File: config.mk
export PLATFORM = sky130hd
export DESIGN_NAME = pwmovr_top
export DESIGN_NICKNAME = d
export VERILOG_FILES = /design/src/shared/pwmovr_pkg.sv /design/src/logic/pwmovr_top.sv /design/src/logic/pwmovr_pin_mux.sv
export SDC_FILE = /design/constraint.sdc
export NUM_CORES = 1
export LEC_CHECK = 0
export BUFFER_PORTS_ARGS = -buffer_cell sky130_fd_sc_hd__buf_2
export CAP_MARGIN = 20
export CORE_MARGIN = 2
export CORE_UTILIZATION = 45
export DETAILED_ROUTE_END_ITERATION = 10
export PLACE_DENSITY = 0.84
export SLEW_MARGIN = 20
export SYNTH_ARGS = -nofsm -noshare
export SYNTH_HDL_FRONTEND = slang
export SYNTH_SLANG_ARGS = --single-unit
File: constraint.sdc
create_clock -name ref_clk -period 3.1 [get_ports ref_clk]
set_input_delay 0.31 -clock ref_clk [delete_from_list [all_inputs] [get_ports ref_clk]]
set_output_delay 0.31 -clock ref_clk [all_outputs]
set_load 0.03 [all_outputs]
File: src/shared/pwmovr_pkg.sv
package pwmovr_pkg;
   localparam int unsigned ADDR_W = 4;
   localparam logic [ADDR_W-1:0] CTRL_OFFSET = 4'h0;
   localparam logic [ADDR_W-1:0] STATUS_OFFSET = 4'h4;
   localparam int unsigned PAIRS = 3;
   localparam int unsigned PINS = 6;
   localparam int unsigned SEL_LSB = 8;
   localparam int unsigned MAN_LSB = 0;
   localparam logic [15:0] CTRL_RESET = 16'h3f00;
   localparam logic [15:0] CTRL_MASK = 16'h3f3f;
   localparam logic [5:0] SECOND_INST_MASK = 6'h03;
   localparam logic [31:0] UNMAPPED_READ = 32'h0000_0000;
endpackage

File: src/logic/pwmovr_top.sv
`timescale 1ns/1ps
// Overview of operation
// - a set select bit lets the generator drive its pin.
// - a cleared select bit drives the pin from its manual bit.
// - under override a manual one drives the pin active.
// - under override a manual zero drives the pin inactive.
// - bits 15-14 and 7-6 ignore writes and read zero.
// - the second instance implements only pin pair 1.
module pwmovr_top #(
   parameter bit SECOND_INSTANCE = 1'b0
) (
   input wire logic ref_clk,
   input wire logic rst,
   input wire logic [3:0] avs_address,
   input wire logic avs_read,
   input wire logic avs_write,
   input wire logic [31:0] avs_writedata,
   input wire logic [3:0] avs_byteenable,
   output logic [31:0] avs_readdata,
   output logic avs_waitrequest,
   input wire logic [5:0] gen_level,
   input wire logic [5:0] active_high,
   output logic [5:0] pwm_pin
);
   typedef struct packed {
      logic [15:0] ctrl;
      logic [31:0] rdata;
      logic waitreq;
      logic [5:0] pin;
   } pwmovr_state_s;

   pwmovr_state_s q;
   pwmovr_state_s next_q;
   logic [5:0] pin_comb;
   logic [5:0] pin_enable;
   logic [15:0] wmask;

   function automatic logic [15:0] pwmovr_lane_mask(input logic [3:0] be);
      pwmovr_lane_mask = {{8{be[1]}}, {8{be[0]}}};
   endfunction

   // second instance keeps only pair 1
   assign pin_enable = SECOND_INSTANCE ? pwmovr_pkg::SECOND_INST_MASK
                                       : 6'h3f;
   assign wmask = pwmovr_lane_mask(avs_byteenable) & pwmovr_pkg::CTRL_MASK
                  & {2'h0, pin_enable, 2'h0, pin_enable};

   pwmovr_pin_mux pwmovr_pin_mux_inst (
      .gen_level(gen_level),
      .gen_select(q.ctrl[pwmovr_pkg::SEL_LSB +: 6]),
      .manual_level(q.ctrl[pwmovr_pkg::MAN_LSB +: 6]),
      .active_high(active_high),
      .pin_enable(pin_enable),
      .pin_level(pin_comb)
   );

   always_comb begin
      next_q = q;
      next_q.pin = pin_comb;
      next_q.waitreq = 1'b1;
      if ((avs_read || avs_write) && q.waitreq) begin
         next_q.waitreq = 1'b0;
         if (avs_write && avs_address == pwmovr_pkg::CTRL_OFFSET) begin
            next_q.ctrl = (q.ctrl & ~wmask)
                          | (avs_writedata[15:0] & wmask);
         end
         if (avs_read) begin
            case (avs_address)
               pwmovr_pkg::CTRL_OFFSET:
                  next_q.rdata = {16'h0000, q.ctrl};
               pwmovr_pkg::STATUS_OFFSET:
                  next_q.rdata = {26'h000_0000, q.pin};
               default:
                  next_q.rdata = pwmovr_pkg::UNMAPPED_READ;
            endcase
         end
      end
   end

   always_ff @(posedge ref_clk or posedge rst) begin
      if (rst) begin
         q.ctrl <= pwmovr_pkg::CTRL_RESET;
         q.rdata <= 32'h0000_0000;
         q.waitreq <= 1'b1;
         q.pin <= 6'h00;
      end else begin
         q <= next_q;
      end
   end

   assign avs_readdata = q.rdata;
   assign avs_waitrequest = q.waitreq;
   assign pwm_pin = q.pin;

   // pin checks skip the first edge out of reset, whose
   // pin value still holds the reset level
   property p_pin_gen(int i);
      @(posedge ref_clk) disable iff (rst)
      !$past(rst) && pin_enable[i] && q.ctrl[pwmovr_pkg::SEL_LSB+i] |=>
         pwm_pin[i] == $past(gen_level[i]);
   endproperty
   a_pin_gen0: assert property (p_pin_gen(0))
      else $error("pin 0 does not follow generator");
   a_pin_gen1: assert property (p_pin_gen(1))
      else $error("pin 1 does not follow generator");

   property p_manual(int i);
      @(posedge ref_clk) disable iff (rst)
      !$past(rst) && pin_enable[i] && !q.ctrl[pwmovr_pkg::SEL_LSB+i] |=>
         pwm_pin[i] == ($past(q.ctrl[pwmovr_pkg::MAN_LSB+i])
         ~^ $past(active_high[i]));
   endproperty
   a_manual0: assert property (p_manual(0))
      else $error("pin 0 manual level wrong");

   // manual one gives the active level, zero the inactive one
   property p_manual_active(int i);
      @(posedge ref_clk) disable iff (rst)
      !$past(rst) && pin_enable[i] && !q.ctrl[pwmovr_pkg::SEL_LSB+i]
         && q.ctrl[pwmovr_pkg::MAN_LSB+i] |=>
         pwm_pin[i] == $past(active_high[i]);
   endproperty

   property p_manual_inactive(int i);
      @(posedge ref_clk) disable iff (rst)
      !$past(rst) && pin_enable[i] && !q.ctrl[pwmovr_pkg::SEL_LSB+i]
         && !q.ctrl[pwmovr_pkg::MAN_LSB+i] |=>
         pwm_pin[i] != $past(active_high[i]);
   endproperty

   // pins outside the second instance's pair sit inactive
   property p_disabled(int i);
      @(posedge ref_clk) disable iff (rst)
      !$past(rst) && !pin_enable[i] |=>
         pwm_pin[i] != $past(active_high[i]);
   endproperty

   a_manual_act: assert property (p_manual_active(1))
      else $error("pin 1 not driven active");
   a_manual_inact: assert property (p_manual_inactive(5))
      else $error("pin 5 not driven inactive");

   for (genvar k = 0; k < 6; k++) begin : g_pin_chk
      a_gen_each: assert property (p_pin_gen(k))
         else $error("pin does not follow generator");
      a_manual_each: assert property (p_manual(k))
         else $error("pin manual level wrong");
      a_active_each: assert property (p_manual_active(k))
         else $error("pin not driven active");
      a_inactive_each: assert property (p_manual_inactive(k))
         else $error("pin not driven inactive");
      a_disabled_each: assert property (p_disabled(k))
         else $error("unused pin not inactive");
   end

   property p_unimpl;
      @(posedge ref_clk) disable iff (rst)
      q.ctrl[15:14] == 2'h0 && q.ctrl[7:6] == 2'h0;
   endproperty
   a_unimpl: assert property (p_unimpl)
      else $error("unimplemented bits set");

   property p_read_ctrl;
      @(posedge ref_clk) disable iff (rst)
      avs_read && avs_waitrequest
         && avs_address == pwmovr_pkg::CTRL_OFFSET |=>
         avs_readdata[31:14] == 18'h0_0000 && avs_readdata[7:6] == 2'h0;
   endproperty
   a_read_ctrl: assert property (p_read_ctrl)
      else $error("unimplemented bits read nonzero");

   property p_second;
      @(posedge ref_clk) disable iff (rst)
      SECOND_INSTANCE |-> q.ctrl[13:10] == 4'hf && q.ctrl[5:2] == 4'h0;
   endproperty
   a_second: assert property (p_second)
      else $error("second instance upper pairs changed");

   // a write with the high lane off keeps the select bits
   property p_lane_keep;
      @(posedge ref_clk) disable iff (rst)
      avs_write && avs_waitrequest && !avs_byteenable[1]
         && avs_address == pwmovr_pkg::CTRL_OFFSET |=>
         q.ctrl[15:8] == $past(q.ctrl[15:8]);
   endproperty
   a_lane_keep: assert property (p_lane_keep)
      else $error("disabled byte lane written");

   // control moves only on an accepted write
   property p_ctrl_hold;
      @(posedge ref_clk) disable iff (rst)
      !$past(rst) && !(avs_write && avs_waitrequest) |=> $stable(q.ctrl);
   endproperty
   a_ctrl_hold: assert property (p_ctrl_hold)
      else $error("control changed without a write");

   property p_ack;
      @(posedge ref_clk) disable iff (rst)
      (avs_read || avs_write) && avs_waitrequest |=> !avs_waitrequest ##1
         avs_waitrequest;
   endproperty
   a_ack: assert property (p_ack)
      else $error("bus answer not one cycle later");

   property p_read_status;
      @(posedge ref_clk) disable iff (rst)
      avs_read && avs_waitrequest
         && avs_address == pwmovr_pkg::STATUS_OFFSET |=>
         avs_readdata == {26'h000_0000, $past(pwm_pin)};
   endproperty
   a_read_status: assert property (p_read_status)
      else $error("status read does not show the pins");

   property p_read_unmapped;
      @(posedge ref_clk) disable iff (rst)
      avs_read && avs_waitrequest
         && avs_address != pwmovr_pkg::CTRL_OFFSET
         && avs_address != pwmovr_pkg::STATUS_OFFSET |=>
         avs_readdata == pwmovr_pkg::UNMAPPED_READ;
   endproperty
   a_read_unmapped: assert property (p_read_unmapped)
      else $error("unmapped read not zero");

   // read data holds between reads
   property p_rdata_hold;
      @(posedge ref_clk) disable iff (rst)
      !$past(rst) && !(avs_read && avs_waitrequest) |=>
         $stable(avs_readdata);
   endproperty
   a_rdata_hold: assert property (p_rdata_hold)
      else $error("read data changed without a read");

   property p_reset;
      @(posedge ref_clk) $fell(rst) |-> q.ctrl == pwmovr_pkg::CTRL_RESET;
   endproperty
   a_reset: assert property (p_reset)
      else $error("reset value wrong");

   property p_wait_reset;
      @(posedge ref_clk) $fell(rst) |-> avs_waitrequest;
   endproperty
   a_wait_reset: assert property (p_wait_reset)
      else $error("bus answered straight out of reset");

   c_write: cover property (@(posedge ref_clk) avs_write && !avs_waitrequest);
   c_read: cover property (@(posedge ref_clk) avs_read && !avs_waitrequest);
   c_override: cover property (@(posedge ref_clk) q.ctrl[8] == 1'b0);
   c_manual_active: cover property (@(posedge ref_clk)
      !q.ctrl[8] && q.ctrl[0]);
endmodule

File: src/logic/pwmovr_pin_mux.sv
`timescale 1ns/1ps
// per-pin choice between generator and manual level
module pwmovr_pin_mux (
   input wire logic [5:0] gen_level,
   input wire logic [5:0] gen_select,
   input wire logic [5:0] manual_level,
   input wire logic [5:0] active_high,
   input wire logic [5:0] pin_enable,
   output logic [5:0] pin_level
);
   genvar i;
   generate
      for (i = 0; i < 6; i++) begin : g_pin
         always_comb begin
            if (!pin_enable[i]) begin
               pin_level[i] = ~active_high[i];
            end else if (gen_select[i]) begin
               pin_level[i] = gen_level[i];
            end else begin
               // manual 1 = active, 0 = inactive
               pin_level[i] = manual_level[i] ~^ active_high[i];
            end
         end
      end
   endgenerate
endmodule

After elaboration in Yosys (flattened, before gate mapping) --
Cells that the tools add are included.
Word-level totals: register bits after elaboration 39, bits of input ports 56, output and inout port bits 39
Operators by class: equality and inequality tests 1, muxes and demuxes 8, bitwise operators 10, reductions and logical operators 6
Operator list (number):
- 16-bit one-hot mux with 2 select lines | 1
- 16-bit by 14-bit AND with 16-bit output | 1
- 16-bit AND | 1
- 14-bit inverter with 16-bit output | 1
- 16-bit bitwise OR | 1
- 1-bit 2-to-1 mux | 7
- 1-bit bitwise XNOR | 6
- 4-bit by 3-bit equality test with 1-bit output, second input constant | 1
- 4-bit zero test | 1
- 2-bit AND reduction | 2
- 1-bit logical AND | 2
- 1-bit logical OR | 1

Depth between registers and ports, before layout --
word-level depth 3, mapped depth 4

Hierarchy --
Synthesis repeated with hierarchy kept, for this count alone.
Unflattened totals: cell total of the unflattened synthesis 142, area, all modules 1684.1 um^2
By module, submodules not included:
- pwmovr_top | instances 1, cells each 118, area each 1481.4 um^2
- pwmovr_pin_mux | instances 1, cells each 24, area each 202.7 um^2

Worst setup path after synthesis --
Ideal clock, no wire load.
path type register -> register, from register q, in the netlist avs_waitrequest, to register q, in the netlist avs_readdata[0], library setup time 0.096 ns, arrival 1.380 ns, setup slack 1.625 ns, stages on the path, launching flop included 4, path through dfstp_2 -> nand2_1 -> clkbuf_1 -> o31ai_1
Between the ends: cells in the longest elaborated chain, start to end 2
RTL lines:
- from (decl) | RTL line pwmovr_top.sv:32 | pwmovr_state_s q;
- from (signal assigned) | RTL line pwmovr_top.sv:87 | q <= next_q;
- 1-bit logical AND | RTL line pwmovr_top.sv:61 | if ((avs_read || avs_write) && q.waitreq) begin
- 2-bit AND reduction (no line)
Every way passes these cells. A chain may end at the register's enable or synchronous reset.

Worst setup path in the final report --
from register q, in the netlist avs_waitrequest, to register q, in the netlist avs_readdata[9]
The elaborated chain is that of the path after synthesis.

==> metrics.txt <==
Fin. Hold Viols 0; Post-CTS Resized 0; 1st-pass router iterations 4; final instance area 1763 sq um; chip height 61.31 um; 1st-iter DRT viols 14; Leak between 0.9 and 1 nW; critical path arrival between 1500 and 2000 ps; Sequential Power Share approximately half; Syn Std Cell Area approximately 1500 sq um; first-pass GRT wire length around 4400 um; CTS root buf clkbuf_4; via count 1011; CTS tree yes; min Tclk post-route approximately 1700 ps; initial antenna violation count 0; grt ovf 0; RSZ-0062 raised after global routing no; row cnt 20; Syn-to-layout area delta 19.31%; max cap viols 0; fin. max-slew vios 0; crit-path cells nand2_1 > nor3_4 > a22o_1; syn_area_per_cell ~13 sq um; fin crit share roughly 55%; routed wire length 2853 um; Max rail drop VDD ~0.00036 V; layout cells sized above 1 47.98%; Die ar. 3758 sq um; slew margin rel. 55.08%; Clk network pwr share between 20% and 30%; Starting Density roughly 48%; Num Clock Sinks 31; worst skew pair latency ~330 ps; io pins 95; WS Path Type register to register; P_sw around 0.33 mW; Die Wd a little over 60 um; Final Util 57.28%; FF+latch count, synth 31; diode count 0; PwrDens 575.5 nW/um^2; Setup Viol. Count Final 0; H-tree levels 2; number of post-CTS setup repair buffers 0; Vias/cell 4.659; Yosys cell types 19; status finished clean; sequential area share after synthesis a little over half; DRC 0; cells after synthesis around 120; Ys Warns 0; CP required between 3000 and 4000 ps; CP Capture Type register; Fin Clk Skew 5.036 ps; placer congestion estimate between 0.7 and 0.8; pre-CTS setup slack about 1400 ps; GRT Total Usage 16.75%; Longest Clk Path Bufs 2; CP max FO 19; Hold/Removal Path Class input port to async pin; post-DP HPWL 2244 um; combinational share of power between 20% and 30%; Pint slightly below 0.7 mW; port bufs 52; largest net degree at the start of global routing 32; WL/cell ~13 um; hold buffers post-CTS 0; actual slew at the worst max-slew pin 672.2 ps; Post-DRT Antenna Nets 0; Startpoint Class register; core area 3078 sq um; Reg clk slew, reported paths around 90 ps; setup tns final 0 ps; DP Area approximately 1700 sq um; slowest cell delay on critical path 620 ps; Nets 228; Max Clk Rate 590.6 MHz; vias in the first global route between 900 and 1000; Worst path slowest cell dfstp_2; total CTS buffers 5; Final WS setup 1407 ps; switching share of total power 32.67%
[synth_stat cells, drive strengths merged]
master / count / area [sq um]
dfrtp: 24 / 600.6
buf: 22 / 166.4
nand2: 13 / 48.80
mux2: 12 / 135.1
dfstp: 7 / 183.9
o21ai: 7 / 35.03
a22o: 6 / 52.55
mux2i: 6 / 60.06
o31ai: 6 / 45.04
xor2: 6 / 52.55
nand4: 2 / 42.54
clkbuf: 1 / 3.750
conb: 1 / 3.750
inv: 1 / 3.750
nor3: 1 / 16.27
nor4: 1 / 21.27
or3: 1 / 6.260
[final timing paths]
check | startpoint | endpoint | slack [ps] | depth (start not counted)
max | avs_waitrequest | avs_readdata[9] | 1410 | 3
min | rst | async pin | 40 | 2
max reg2reg | avs_waitrequest | avs_readdata[9] | 1410 | 3
min reg2reg | avs_readdata[0] | avs_readdata[0] | 480 | 2
max in group asynchronous | rst | avs_readdata[0] | 2670 | 2
min in group ref_clk | avs_read | avs_waitrequest | 140 | 2
[placed cells by master (no fill, tap or decap), types with 2 or more instances in the layout]
cell,instances
a22o_1,6
buf_2,52
clkbuf_4,5
clkbuf_8,2
conb_1,20
dfrtp_1,24
dfstp_2,7
mux2_2,12
mux2i_1,6
nand2_1,13
nand4_4,2
o21ai_0,7
o31ai_1,6
xor2_1,6
[stage by stage]
stage                     cells  power [mW]  hold slack (ps)
after global placement      209      0.7530            459.4
final                       217       1.015            39.67
after floorplan             136      0.7021            373.0
after global routing        217       1.074            74.92
after CTS                   217       1.028            130.0
after detailed placement    209      0.7617            468.3
[critical path, delay by kind of cell, from the launching register on]
| family | cells | cell delay [ps] |
|---|---|---|
| and+or+nand+nor | 2 | 820 |
| DFF | 1 | 620 |
| AOI/OAI and AO/OA | 1 | 190 |
[metal layers]
metal  GRT usage (%)  vias to the layer above  wire length, um
li1                -                      474                -
met1           21.20                      477             1165
met2           26.29                       55             1395
met3           3.571                        5              236
met4           10.25                        0               56
met5               0                        -                0
[kinds of logic (layout without fill, tap and decap cells)]
group                     Yosys count  after routing  synth area share [%]
muxes                              18             18                 13.21
buffers and inverters              24             61                 11.77
and+or+nand+nor                    18             18                 9.145
other                               1             20                0.2538
AOI/OAI and AO/OA                  19             19                 8.975
DFF                                31             31                 53.09
xor gates and xnor gates            6              6                 3.556
[final cells by class]
| cell class | instances | area [sq um] |
|---|---|---|
| Clock buffer | 8 | 68.82 |
| Sequential cell | 31 | 784.5 |
| Fill cell | 278 | 1315 |
| Tap cell | 44 | 55.05 |
| Timing Repair Buffer | 52 | 260.3 |
| Inverter | 1 | 3.754 |
| Multi-Input combinational cell | 81 | 590.6 |
[power by group through the flow]
stage	Clock (mW)	Combinational, mW	Sequential, mW
after CTS	0.273	0.241	0.513
after global routing	0.293	0.260	0.521
after global placement	0	0.236	0.517
after detailed placement	0	0.240	0.521
after floorplan	0	0.130	0.572
final	0.263	0.238	0.513
Power figures use the tool's default switching activity.
